<file path="src/crr_pkg.sv">
/*
 * shared constants and types for the conversion result register bank
 * assumes one core clock, a synchronous reset and an 8-bit register port
 */
package crr_pkg;

    localparam logic [7:0] CRR_ADDR_LOW_A = 8'h04;
    localparam logic [7:0] CRR_ADDR_LOW_B = 8'h05;
    localparam logic [7:0] CRR_ADDR_SUPPLY = 8'h06;
    localparam logic [7:0] CRR_ADDR_ITEMP = 8'h07;
    localparam logic [7:0] CRR_ADDR_PAIR = 8'h08;
    localparam logic [7:0] CRR_ADDR_ANALOG_IN_TWO = 8'h09;
    localparam logic [7:0] CRR_ADDR_ANALOG_IN_THREE = 8'h0a;
    localparam logic [7:0] CRR_ADDR_ANALOG_IN_FOUR = 8'h0b;
    localparam logic [7:0] CRR_ADDR_ANALOG_IN_FIVE = 8'h0c;
    localparam logic [7:0] CRR_ADDR_ANALOG_IN_EIGHT = 8'h0f;
    localparam logic [7:0] CRR_ADDR_CTRL = 8'h18;

    localparam int CRR_SEL_LSB = 1;
    localparam logic [1:0] CRR_SEL_AIN = 2'h0;
    localparam logic [1:0] CRR_SEL_EXT = 2'h2;
    localparam logic [1:0] CRR_SEL_RESET = 2'h0;

    localparam logic [9:0] CRR_RESULT_RESET = 10'h000;
    localparam logic [7:0] CRR_READ_IDLE = 8'h00;

    localparam int CRR_NUM_SLOTS = 10;
    localparam logic [3:0] CRR_SLOT_SUPPLY = 4'h0;
    localparam logic [3:0] CRR_SLOT_ITEMP = 4'h1;
    localparam logic [3:0] CRR_SLOT_PAIR = 4'h2;
    localparam logic [3:0] CRR_SLOT_ANALOG_IN_TWO = 4'h3;
    localparam logic [3:0] CRR_SLOT_ANALOG_IN_FIVE = 4'h6;
    localparam logic [3:0] CRR_SLOT_NONE = 4'hf;

    typedef enum logic [3:0] {
        CRR_CH_SUPPLY = 4'h0,
        CRR_CH_ITEMP = 4'h1,
        CRR_CH_EXT = 4'h2,
        CRR_CH_ANALOG_IN_ONE = 4'h3,
        CRR_CH_ANALOG_IN_TWO = 4'h4,
        CRR_CH_ANALOG_IN_THREE = 4'h5,
        CRR_CH_ANALOG_IN_FOUR = 4'h6,
        CRR_CH_ANALOG_IN_FIVE = 4'h7,
        CRR_CH_ANALOG_IN_SIX = 4'h8,
        CRR_CH_ANALOG_IN_SEVEN = 4'h9,
        CRR_CH_ANALOG_IN_EIGHT = 4'ha
    } crr_chan_t;

    typedef struct packed {
        logic valid;
        crr_chan_t chan;
        logic [9:0] value;
    } crr_result_t;

    typedef struct packed {
        logic wrEn;
        logic rdEn;
        logic [7:0] addr;
        logic [7:0] wrData;
    } crr_bus_req_t;

endpackage

</file>
<file path="src/crr_result_bank.sv">
/*
 * read-only bank of conversion result registers with pair select control
 * assumes results arrive as one-cycle strobes from the core clock domain
 * and a host port whose read data is taken one cycle after the strobe
 */
// Decided for this implementation: the plain strobed port.
`timescale 1ns/1ps
module crr_result_bank
    import crr_pkg::*;
(
    input wire logic clk,
    input wire logic srst,
    input wire crr_bus_req_t busReq,
    output logic [7:0] rdData,
    input wire crr_result_t result,
    output logic [1:0] inputPairSelect,
    output logic supplyLoaded
);

    logic [1:0] inputPairSelect_r;
    logic supplyLoaded_r;
    logic [7:0] rdData_r;
    logic [7:0] rdData_nxt;
    logic [CRR_NUM_SLOTS-1:0] loadVec;
    logic [7:0] highBits [CRR_NUM_SLOTS];
    logic [1:0] lowBits [CRR_NUM_SLOTS];
    logic [7:0] lowRegA;
    logic [7:0] lowRegB;
    logic bankAddr;

    // maps a channel to its storage slot; ext and input one share one
    function automatic logic [3:0] chanSlot(input crr_chan_t ch);
        logic [3:0] s;
        s = CRR_SLOT_NONE;
        case (ch)
            CRR_CH_SUPPLY: s = CRR_SLOT_SUPPLY;
            CRR_CH_ITEMP: s = CRR_SLOT_ITEMP;
            CRR_CH_EXT: s = CRR_SLOT_PAIR;
            CRR_CH_ANALOG_IN_ONE: s = CRR_SLOT_PAIR;
            CRR_CH_ANALOG_IN_TWO, CRR_CH_ANALOG_IN_THREE, CRR_CH_ANALOG_IN_FOUR,
            CRR_CH_ANALOG_IN_FIVE, CRR_CH_ANALOG_IN_SIX, CRR_CH_ANALOG_IN_SEVEN,
            CRR_CH_ANALOG_IN_EIGHT: s = 4'(ch - CRR_CH_ANALOG_IN_TWO) + CRR_SLOT_ANALOG_IN_TWO;
            default: s = CRR_SLOT_NONE;
        endcase
        return s;
    endfunction

    // the shared slot only takes the source the select field names
    function automatic logic accepts(input crr_chan_t ch,
                                     input logic [1:0] sel);
        logic ok;
        ok = 1'b1;
        if (ch == CRR_CH_EXT)
            ok = (sel == CRR_SEL_EXT);
        else if (ch == CRR_CH_ANALOG_IN_ONE)
            ok = (sel == CRR_SEL_AIN);
        return ok;
    endfunction

    function automatic logic isBankAddr(input logic [7:0] a);
        return (a >= CRR_ADDR_LOW_A) && (a <= CRR_ADDR_ANALOG_IN_EIGHT);
    endfunction

    // pair select routes ext or input one
    always_comb
    begin
        for (int i = 0; i < CRR_NUM_SLOTS; i++)
        begin
            loadVec[i] = result.valid
                && accepts(result.chan, inputPairSelect_r)
                && (chanSlot(result.chan) == 4'(i));
        end
    end

    genvar g;
    generate
        for (g = 0; g < CRR_NUM_SLOTS; g++)
        begin : g_slot
            crr_result_slot #(
                .HAS_RESET(g != int'(CRR_SLOT_SUPPLY))
            ) u_slot (
                .clk(clk),
                .srst(srst),
                .load(loadVec[g]),
                .value(result.value),
                .highBits(highBits[g]),
                .lowBits(lowBits[g])
            );
        end
    endgenerate

    // shared slot and inputs two to four, shared slot in the lowest bits
    assign lowRegA = {lowBits[CRR_SLOT_ANALOG_IN_TWO + 4'h2],
                      lowBits[CRR_SLOT_ANALOG_IN_TWO + 4'h1],
                      lowBits[CRR_SLOT_ANALOG_IN_TWO],
                      lowBits[CRR_SLOT_PAIR]};
    assign lowRegB = {lowBits[CRR_SLOT_ANALOG_IN_FIVE + 4'h3],
                      lowBits[CRR_SLOT_ANALOG_IN_FIVE + 4'h2],
                      lowBits[CRR_SLOT_ANALOG_IN_FIVE + 4'h1],
                      lowBits[CRR_SLOT_ANALOG_IN_FIVE]};

    assign bankAddr = isBankAddr(busReq.addr);

    // only the select register is writable
    always_ff @(posedge clk)
    begin
        if (srst)
            inputPairSelect_r <= CRR_SEL_RESET;
        else if (busReq.wrEn && busReq.addr == CRR_ADDR_CTRL)
            inputPairSelect_r <= busReq.wrData[CRR_SEL_LSB +: 2];
    end

    // supply slot holds garbage until the first measurement lands
    always_ff @(posedge clk)
    begin
        if (srst)
            supplyLoaded_r <= 1'b0;
        else if (loadVec[CRR_SLOT_SUPPLY])
            supplyLoaded_r <= 1'b1;
    end

    // both low-bit registers, upper bits of every slot and the select field
    always_comb
    begin
        rdData_nxt = CRR_READ_IDLE;
        case (busReq.addr)
            CRR_ADDR_LOW_A: rdData_nxt = lowRegA;
            CRR_ADDR_LOW_B: rdData_nxt = lowRegB;
            CRR_ADDR_SUPPLY:
                rdData_nxt = supplyLoaded_r ?
                    highBits[CRR_SLOT_SUPPLY] : CRR_READ_IDLE;
            CRR_ADDR_ITEMP: rdData_nxt = highBits[CRR_SLOT_ITEMP];
            CRR_ADDR_PAIR: rdData_nxt = highBits[CRR_SLOT_PAIR];
            CRR_ADDR_ANALOG_IN_TWO: rdData_nxt = highBits[CRR_SLOT_ANALOG_IN_TWO];
            CRR_ADDR_ANALOG_IN_THREE: rdData_nxt = highBits[CRR_SLOT_ANALOG_IN_TWO + 4'h1];
            CRR_ADDR_ANALOG_IN_FOUR: rdData_nxt = highBits[CRR_SLOT_ANALOG_IN_TWO + 4'h2];
            CRR_ADDR_CTRL:
                rdData_nxt = 8'({inputPairSelect_r, 1'b0});
            default:
                if (busReq.addr >= CRR_ADDR_ANALOG_IN_FIVE
                    && busReq.addr <= CRR_ADDR_ANALOG_IN_EIGHT)
                    rdData_nxt = highBits[CRR_SLOT_ANALOG_IN_FIVE
                        + 4'(busReq.addr - CRR_ADDR_ANALOG_IN_FIVE)];
                else
                    rdData_nxt = CRR_READ_IDLE;
        endcase
    end

    // read data stands only in the cycle after the strobe
    always_ff @(posedge clk)
    begin
        if (srst)
            rdData_r <= CRR_READ_IDLE;
        else if (busReq.rdEn)
            rdData_r <= rdData_nxt;
        else
            rdData_r <= CRR_READ_IDLE;
    end

    assign rdData = rdData_r;
    assign inputPairSelect = inputPairSelect_r;
    assign supplyLoaded = supplyLoaded_r;
endmodule

</file>
<file path="src/crr_result_slot.sv">
/*
 * one stored 10-bit conversion result, split into upper and low bits
 * assumes load is a one-cycle strobe from logic on the same clock
 */
`timescale 1ns/1ps
module crr_result_slot
    import crr_pkg::*;
#(
    parameter bit HAS_RESET = 1'b1
)
(
    input wire logic clk,
    input wire logic srst,
    input wire logic load,
    input wire logic [9:0] value,
    output logic [7:0] highBits,
    output logic [1:0] lowBits
);

    logic [9:0] value_r;

    generate
        if (HAS_RESET)
        begin : g_rst
            always_ff @(posedge clk)
            begin
                if (srst)
                    value_r <= CRR_RESULT_RESET;
                else if (load)
                    value_r <= value;
            end
        end
        else
        begin : g_norst
            always_ff @(posedge clk)
            begin
                if (load)
                    value_r <= value;
            end
        end
    endgenerate

    assign highBits = value_r[9:2];
    assign lowBits = value_r[1:0];

endmodule

</file>
<file path="config.mk">
export PLATFORM = sky130hd
export DESIGN_NAME = crr_result_bank
export DESIGN_NICKNAME = d
export VERILOG_FILES = /design/src/crr_pkg.sv /design/src/crr_result_bank.sv /design/src/crr_result_slot.sv
export SDC_FILE = /design/constraint.sdc
export NUM_CORES = 1
export LEC_CHECK = 0
export BUFFER_PORTS_ARGS = -buffer_cell sky130_fd_sc_hd__buf_2
export CAP_MARGIN = 20
export CORE_UTILIZATION = 40
export DETAILED_ROUTE_END_ITERATION = 8
export HOLD_SLACK_MARGIN = 0.15
export PLACE_DENSITY = 0.67
export SYNTH_ARGS = -nofsm -noshare
export SYNTH_HDL_FRONTEND = slang
export SYNTH_SLANG_ARGS = --single-unit
</file>
<file path="constraint.sdc">
create_clock -name clk -period 6 [get_ports clk]
set_input_delay 0.6 -clock clk [delete_from_list [all_inputs] [get_ports clk]]
set_output_delay 0.6 -clock clk [all_outputs]
set_load 0.05 [all_outputs]
</file>
# == Word-level counts from Yosys, hierarchy flattened ==
# Cells that the tools add are included.
# totals
regBits,111
input_bits,35
wordCells,79
out_inout_bits,11
# classes
reduce_logical,19
bitwise_logic,2
n_mux,9
n_addsub,4
magnitude_cmp,3
eq_ne,29
# op_table
cell,n
case mux 8 bit (9 select lines),1
binary-select mux 8 bit (select 4 bit),1
== test 4 x 3 -> 1 bit (second input constant),8
== test 8 x 3 -> 1 bit (second input constant),4
== test 8 x 4 -> 1 bit (second input constant),4
2-to-1 mux 8 bit,4
== test 4 bit (second input constant),5
== test 4 x 2 -> 1 bit (second input constant),4
case mux 4 bit (4 select lines),1
logical AND 1 bit,13
== test 4 x 1 -> 1 bit (second input constant),2
== test 8 x 5 -> 1 bit (second input constant),1
greater-or-equal comparator 8 x 4 -> 1 bit (second input constant),1
less-or-equal comparator 8 x 4 -> 1 bit (second input constant),1
zero test 4 bit,2
OR reduction 7 bit,1
greater-or-equal comparator 5 bit (second input constant),1
NOT 4 -> 5 bit,1
adder 3 x 4 -> 4 bit (first input constant),1
adder 4 x 2 -> 4 bit (second input constant),1
OR reduction 2 bit,2
subtractor 4 x 3 -> 4 bit (second input constant),1
subtractor 4 bit (second input constant),1
== test 2 bit (second input constant),1
3 further kinds,4

# == Longest topological paths before layout ==
# Gate-level depths: netlist (run 1).
# logic_depth
depth_word,8
mapped_depth,8
ltp_nobuf,7

# == Modules after synthesis ==
# Synthesis (run 1) repeated with hierarchy kept, for this count alone.
# hier_totals
cells_unflattened,531
hier_area_um2,5515.3
# by_module_without_submodules
module,cells_each,instances,area_each_um2
crr_result_slot at g_slot[1].u_slot ...,32,9,352.8
crr_result_bank,233,1,2039.5
crr_result_slot at g_slot[0].u_slot,10,1,300.3

# == Worst setup path after synthesis (run 1) ==
# Ideal clock, no wire load.
# synth_path
path_kind,input to register
from,input port result[10] (netlist name)
to,register g_slot[1].u_slot.value_r[2]
path_stages,7
arrival_ps,2481
setup_time_ps,72
slack_ps,3447
path_buffers,0
path_cell_list,inv_1 > ha_1 > nor4_4 > a21oi_1 > a2111o_1 > nor2_2 > mux2i_1
# synth_between
elab_chain_len,5
elab_cells_between_ends,21
# synth_rtl
item,line,text
from (decl),crr_result_bank.sv:15,"input wire crr_result_t result,"
subtractor 4 x 3 -> 4 bit (tied with other cells),crr_result_bank.sv:42,CRR_CH_ANALOG_IN_EIGHT: s = 4'(ch - CRR_CH_ANALOG_IN_TWO) + CRR_SLOT_ANALOG_IN_TWO;
adder 4 x 2 -> 4 bit (tied with other cells),crr_result_bank.sv:42,
case mux 4 bit (4 select lines) / 2-to-1 mux 1 bit (equally long branches),"crr_result_bank.sv:35, crr_result_bank.sv:53",
== test 4 x 1 -> 1 bit / logical AND 1 bit (equally long branches),"crr_result_bank.sv:71, crr_result_bank.sv:70",
logical AND 1 bit *,crr_result_bank.sv:71,&& (chanSlot(result.chan) == 4'(i));
to (signal assigned),crr_result_slot.sv:30,value_r <= value;
to (decl),crr_result_slot.sv:20,logic [9:0] value_r;
# Mark *: on every way between the ends. The rest lies on a longest branch, timed or not.
# A chain may end at the register's enable or synchronous reset.

# == Worst setup path after layout (run 1) ==
# layout_path
from,input port result[10] (netlist name)
to,register g_slot[9].u_slot.value_r[8]
# layout_between
elab_chain_len,5
elab_cells_between_ends,21
# layout_rtl
item,line
subtractor 4 x 3 -> 4 bit (tied with other cells),crr_result_bank.sv:42
adder 4 x 2 -> 4 bit (tied with other cells),crr_result_bank.sv:42
case mux 4 bit (4 select lines) / 2-to-1 mux 1 bit (equally long branches),"crr_result_bank.sv:35, crr_result_bank.sv:53"
== test 4 bit / logical AND 1 bit (equally long branches),"crr_result_bank.sv:71, crr_result_bank.sv:70"
logical AND 1 bit *,crr_result_bank.sv:71
to (signal assigned),crr_result_slot.sv:30
to (decl),crr_result_slot.sv:20
# Marked as above.

==> results of run 1 <==
## registers in the layout, summed over array words and instances, names as in the netlist
signal                 flops
g_slot.u_slot.value_r     96
rdData                     8
inputPairSelect            2
supplyLoaded               1
## cells by family (layout without fill, tap and decap cells)
| group | after synthesis | count (layout) |
|---|---|---|
| xor+xnor | 3 | 3 |
| simple gates | 202 | 202 |
| flops | 107 | 107 |
| compound gates | 105 | 105 |
| fa+ha+maj | 6 | 6 |
| buf+inv | 51 | 67 |
| mux | 105 | 105 |
## cells in the final DEF, fill, tap and decap left out, types with 5 or more instances in the layout
| master | instances |
|---|---|
| dfxtp_1 | 99 |
| mux2i_1 | 95 |
| nand2b_1 | 82 |
| buf_2 | 39 |
| nor2b_1 | 35 |
| nand2_1 | 25 |
| a211oi_1 | 23 |
| o21ai_0 | 23 |
| nor2_1 | 20 |
| a21oi_1 | 18 |
| nand3_1 | 10 |
| clkbuf_16 | 9 |
| o22ai_1 | 8 |
| edfxtp_1 | 8 |
| buf_4 | 8 |
| a31oi_1 | 7 |
| mux4_2 | 6 |
| ha_1 | 6 |
| or2_2 | 5 |
| a22oi_1 | 5 |
## report_power, final
group	switching (W)	internal [W]	total (W)
Combinational	0.0000894	0.0000538	0.000143
Sequential	0.00000514	0.000727	0.000733
Clock	0.000261	0.000295	0.000556
## stage by stage
| step | hold slack (ns) | cell area, um2 | setup WS (ns) | cells |
|---|---|---|---|---|
| final | 0.4547 | 6097 | 2.785 | 771 |
| after detailed placement | 0.4576 | 5824 | 2.465 | 755 |
| after CTS | 0.4477 | 6097 | 2.815 | 771 |
| after global routing | 0.4423 | 6097 | 2.605 | 771 |
| after global placement | 0.4533 | 5824 | 2.487 | 755 |
| after floorplan | 0.4441 | 5533 | 3.447 | 579 |
## final cells by class
class / instances / area (um2)
multi-input cells: 421 / 3112
inverters: 4 / 15.01
fillers: 1308 / 7251
clock inverters: 3 / 22.52
clock buffers: 13 / 250.2
well taps: 176 / 220.2
flip-flops and latches: 107 / 2222
repair buffers: 47 / 255.2
## critical path, cell delays in order
cell and delay, ns:
buf_2 0.18, inv_1 0.11, ha_1 0.32, nor4_4 0.50, a21oi_1 0.11, a2111o_1 0.50, nand4bb_1 0.77, mux2i_1 0.37
## synth_stat cells (2+ instances only)
library cell / n / area (um2)
a21oi_1: 18 / 90.09
nor2_1: 20 / 75.07
mux2_2: 4 / 45.04
a22oi_1: 5 / 37.54
nor3_1: 4 / 20.02
buf_4: 2 / 15.01
nand3_1: 10 / 50.05
o21a_1: 4 / 30.03
and4_1: 2 / 17.52
clkbuf_1: 31 / 116.4
nor2b_1: 35 / 219.0
o21ai_0: 23 / 115.1
buf_1: 6 / 22.52
nor4_1: 2 / 12.51
and3b_1: 2 / 17.52
inv_1: 4 / 15.01
nand2b_1: 82 / 513.0
a31oi_1: 7 / 43.79
nand4_1: 3 / 18.77
ha_1: 6 / 75.07
buf_2: 8 / 40.04
dfxtp_1: 99 / 1982
nand2_1: 25 / 93.84
edfxtp_1: 8 / 240.2
xor2_1: 2 / 17.52
o2111ai_1: 3 / 26.28
nand3b_1: 2 / 15.01
mux4_2: 6 / 135.1
or2_2: 5 / 31.28
a211oi_1: 23 / 172.7
and3_1: 2 / 12.51
o211ai_1: 3 / 22.52
mux2i_1: 95 / 950.9
o22ai_1: 8 / 50.05
## layer usage
metal / track usage / up-vias / wire length [um]
met5: 0 / - / 0
met4: 0.06719 / 0 / 232
met3: 0.04563 / 20 / 703
met2: 0.3475 / 116 / 6837
met1: 0.2487 / 2152 / 6085
li1: - / 2082 / -
## path summary, 6_finish.rpt
kind	startpoint	end	slack [ns]
worst max register to register	inputPairSelect[1]$_SDFFE_PP0P_	g_slot[3].u_slot.value_r[2]$_SDFFE_PP0P_	3.74
worst min register to register	g_slot[2].u_slot.value_r[2]$_SDFFE_PP0P_	g_slot[2].u_slot.value_r[2]$_SDFFE_PP0P_	0.47
worst min-delay path	result[8]	g_slot[0].u_slot.value_r[8]$_DFFE_PP_	0.45
worst max-delay path	result[10]	g_slot[9].u_slot.value_r[8]$_SDFFE_PP0P_	2.79
==> key figures, run 1 <==
GRT
  • Tot GR Track Use: 0.2022
  • First-pass GRT wire length: 22520 um
  • Initial antenna violation count: 0
  • Vias in the first global route: 4374
  • Gr ovfl total: 0
  • Largest net degree at the start of global routing: between 60 and 70

Synth
  • Asr flop ratio synth: 0
  • Synth Area in Adders: 0.01357
  • Mux cell area share after synthesis: 0.2044
  • Synth Area per Inst: approximately 9.6 um2
  • Synth unique cells: between 50 and 60
  • #FFs+latches synth: 107
  • Largest family of logic cells by synthesized area: simple AND/OR/NAND/NOR gates
  • Synth Cell Area: 5533 um2
  • Top_reg_cell synth: dfxtp_1
  • Syn Inst Count: around 580
  • Simple-gate share of the synthesized area: 0.2133
  • Xor-xnor portion of the synthesized cell area: 0.004749
  • Register area share after synthesis: 0.4016
  • Post-synthesis compound-gate area fraction: 0.1246
  • Syn_nets: 620
  • Ys Warns: 0
  • EDFF count, synth: 8

Setup path
  • Crit path launch type: primary input
  • Critical path class: primary input to flop
  • Arr. time, crit path: 3.48 ns
  • Reg2reg path depth: 5
  • CP required: about 6.3 ns
  • Crit-path max FO: 10
  • Critical path endpoint category: flop

Routing
  • Avg Vias per Cell: between 5 and 6
  • Final WL: approximately 14000 um
  • # DRC: 0
  • Drt wl/cell: roughly 18 um
  • 1st-iter DRT viols: approximately 280
  • Initial DRT Pass Iterations: 5
  • DRT antenna net count: 0
  • Vias: between 4k and 5k

Clock network
  • Clk buf depth: 2
  • Reg clk slew, reported paths: roughly 0.070 ns
  • CTS root buf: clkbuf_16
  • Postcts setup bufs: 0
  • # hold bufs at CTS: 0
  • Cts bufs inserted: 9
  • CTS tree: yes
  • Clk_lat worst skew: between 0.3 and 0.4 ns
  • H-tree lvl count: 3
  • Clock tree sinks: 107
  • Post-CTS Resized: 0

Place
  • Final GP Congestion: around 0.93
  • DP HPWL: 9362 um
  • Port-buffer cells: 39

STA
  • Max-slew violation count: 0
  • Min Tclk post-route: around 3.2 ns
  • RSZ-0062 raised after global routing: false
  • Layout Skew: between 0.005 and 0.006 ns
  • Fin crit share: 0.5358
  • Least-Margin Pin Slew: around 0.97 ns
  • Setup TNS: 0 ns
  • Maximum operating frequency: approximately 310 MHz
  • Final setup viols: 0
  • Slew headroom: 0.3536
  • Final hold viol count: 0

Floorplan
  • Vert. Die Dim: 119.6 um
  • Row cnt: 42
  • Die area: approximately 14000 um2
  • Top Ports: 46
  • Starting Density: 0.4145
  • Core area: ~13000 um2
  • Die W: roughly 120 um

Cells and area
  • # diodes: 0
  • Area delta synth->final: 10.20%
  • Fin nets: around 630
  • Final core occ: 0.4568
  • Layout cells sized above 1: 0.1378

Flow run
  • Max-Cap Viols: 0

Run status
  • Run status: finished clean

Pwr
  • Pwr Total: roughly 0.0014 W
  • Leakage: approximately 2.3 nW
  • Maximum vdd drop: approximately 160 uV
  • Pwr dens: 234.9 nW/um2

Min path
  • Hold Crit Depth: 1
  • Worst Hold Class: primary input to flop
(Power assumes the default switching activity.)
==> run 2, diff against run 1 <==
==> constraint.sdc (replaced) <==
create_clock -name clk -period 3.3 [get_ports clk]
set_input_delay 0.33 -clock clk [delete_from_list [all_inputs] [get_ports clk]]
set_output_delay 0.33 -clock clk [all_outputs]
set_load 0.05 [all_outputs]
==> run 2 against run 1 <==
  * Total power rose by 86%
  * Design area up 0.99%
  * Register-to-register slack worse by 2.4 ns
  * Worst setup slack got worse by 2.0 ns
  * Combinational power increased by 83%
  * Clock power is 92% higher
  * Worst hold slack got worse by 0.28 ns
  * Routed wire length decreased by 1.5%
  * Via count fell by 0.30%
  * Sequential power is 81% higher
==> key figures, run 2 (synthesis gave the netlist of run 1 again) <==
STA
  • Final hold viol count: 0 (unchanged)
  • Layout Skew: 0.006116 ns (+0.0001276 ns)
  • Setup TNS: 0 ns (unchanged)
  • Fin crit share: 0.7699
  • Maximum operating frequency: just under 400 MHz
  • Min Tclk post-route: 2.541 ns
  • RSZ-0062 raised after global routing: false
  • Least-Margin Pin Slew: 0.8369 ns (-0.1291 ns)
  • Max-slew violation count: 0 (unchanged)
  • Final setup viols: 0 (unchanged)
  • Slew headroom: 0.4421 (+0.08843)

Min path
  • Hold Crit Depth: 1 (unchanged)
  • Min-Delay Startpoint: result[5]
  • Worst Hold Class: primary input to flop
  • Hold path endpoint: g_slot[0].u_slot.value_r[5]$_DFFE_PP_

Cells and area
  • Area of the multi-input gates: 3112 um2 (unchanged)
  • Filler cells: 1272 (-2.8%)
  • Leading cell type in the layout, fill and taps excluded: dfxtp_1
  • Area delta synth->final: 11.28%
  • Biggest register: g_slot.u_slot.value_r
  • Register Area: 2222 um2 (unchanged)
  • Layout cells sized above 1: 0.1467 (+0.008852)
  • # diodes: 0 (unchanged)
  • Fin nets: 636 (+0.79%)
  • Most frequent cells in the layout: 99 x dfxtp_1, 95 x mux2i_1, 82 x nand2b_1, 39 x buf_2, 35 x nor2b_1
  • Max reg flops: 96 (unchanged)

Routing
  • Drt wl/cell: 17.59 um (-2.2%)
  • Final WL: 13650 um (-1.5%)
  • # DRC: 0 (unchanged)
  • 1st-iter DRT viols: 248 (-9.8%)
  • Vias: 4357 (-0.30%)
  • Initial DRT Pass Iterations: 5 (unchanged)
  • DRT antenna net count: 0 (unchanged)
  • Avg Vias per Cell: 5.615 (-0.94%)

Pwr
  • Leakage: 2.332 nW (+1.3%)
  • Maximum vdd drop: 330.3 uV (+110%)
  • Pwr Total: 0.002659 W (+86%)
  • Pwr dens: 431.9 nW/um2 (+84%)

Clock network
  • H-tree lvl count: 3 (unchanged)
  • Clock tree sinks: 107 (unchanged)
  • CTS root buf: clkbuf_16
  • CTS tree: yes
  • # hold bufs at CTS: 0 (unchanged)
  • Postcts setup bufs: 0 (unchanged)
  • Clk_lat worst skew: 0.35 ns (about the same)
  • Post-CTS Resized: 0 (unchanged)
  • Reg clk slew, reported paths: 0.07 ns (about the same)
  • Clk buf depth: 2 (unchanged)
  • Cts bufs inserted: 9 (unchanged)

Setup path
  • Crit path launch type: primary input
  • CP required: 3.57 ns (-2.69 ns)
  • FF-to-FF setup slack: 1.38 ns (-2.36 ns)
  • Critical path endpoint category: flop
  • Reg-to-Reg Start: inputPairSelect[1]$_SDFFE_PP0P_
  • Critical path class: primary input to flop
  • Reg2reg path depth: 5 (unchanged)
  • Crit-path max FO: 9 (-1)
  • Arr. time, crit path: 2.81 ns (-0.67 ns)
  • Worst R2R End: g_slot[1].u_slot.value_r[9]$_SDFFE_PP0P_

Place
  • Port-buffer cells: 39 (unchanged)
  • DP HPWL: 9161 um (-2.1%)
  • Final GP Congestion: 0.9063 (-2.5%)

GRT
  • First-pass GRT wire length: 21740 um (-3.5%)
  • Initial antenna violation count: 0 (unchanged)
  • Tot GR Track Use: 0.1955 (-0.006737)
  • Vias in the first global route: 4165 (-4.8%)
  • Largest net degree at the start of global routing: 103 (+61%)
  • Gr ovfl total: 0 (unchanged)

Floorplan
  • Vert. Die Dim: 119.6 um (unchanged)
  • Row cnt: 42 (unchanged)
  • Die W: 119.6 um (unchanged)
  • Starting Density: 0.4145 (unchanged)
  • Core area: 13350 um2 (unchanged)
  • Die area: 14310 um2 (unchanged)
  • Top Ports: 46 (unchanged)

Flow run
  • Max-Cap Viols: 0 (unchanged)

Run status
  • Run status: finished clean
run 2: cell types whose count changed in the layout (fill, tap and decap cells not counted), sizes merged:
| cell | before | now |
|---|---|---|
| clkinv | 0 | 2 |
| clkinvlp | 1 | 2 |
| clkbuf | 13 | 10 |
| buf | 47 | 52 |
run 2: how the worst max path moves through the flow:
stage                     slack, ns       start                                        to
after CTS                      0.76  result[10]  g_slot[1].u_slot.value_r[9]$_SDFFE_PP0P_
after global placement         0.52  result[10]  g_slot[1].u_slot.value_r[2]$_SDFFE_PP0P_
after floorplan                1.02  result[10]  g_slot[1].u_slot.value_r[2]$_SDFFE_PP0P_
after global routing           0.58  result[10]  g_slot[1].u_slot.value_r[5]$_SDFFE_PP0P_
after detailed placement       0.41  result[10]  g_slot[1].u_slot.value_r[9]$_SDFFE_PP0P_
final                          0.76  result[10]  g_slot[1].u_slot.value_r[9]$_SDFFE_PP0P_
run 2: routing by layer:
| layer | GRT usage | vias up | routed length (um) |
|---|---|---|---|
| met5 | 0 | - | 0 |
| met4 | 0.04609 | 0 | 127 |
| met3 | 0.03992 | 9 | 828 |
| met2 | 0.3356 | 138 | 6704 |
| met1 | 0.2503 | 2113 | 5986 |
| li1 | - | 2097 | - |
run 2: cell type report:
cell class / instances / share of cell area
Multi-Input combinational cell: 421 / 0.5054
Timing Repair Buffer: 52 / 0.04755
Sequential cell: 107 / 0.3609
Inverter: 4 / 0.002439
Clock inverter: 6 / 0.007316
Tap cell: 176 / 0.03577
Clock buffer: 10 / 0.04064
run 2: critical path, cell delays in order:
cell and delay [ns]:
buf_2 0.17, inv_1 0.10, ha_1 0.32, nor4_4 0.49
a21oi_1 0.10, a2111o_1 0.50, nor2_2 0.51, mux2i_1 0.28
run 2: power by group:
| group | total (W) | switching [W] | internal (W) |
|---|---|---|---|
| combinational | 0.000262 | 0.000162 | 0.0000997 |
| sequential | 0.00133 | 0.00000922 | 0.00132 |
| clock | 0.00107 | 0.000503 | 0.000564 |
| total | 0.00266 | 0.000674 | 0.00199 |
run 2: through the flow:
step                      setup WS [ns]  instance area, um2    util  hold slack, ns  instances
final                            0.7592                6157  0.4613          0.1781        776
after CTS                        0.7596                6157  0.4613          0.1725        776
after global placement           0.5158                5862  0.4392          0.4538        760
after floorplan                   1.017                5533       -          0.4289        579
after global routing             0.5776                6157  0.4613          0.1801        776
after detailed placement         0.4116                5862  0.4392          0.4623        760
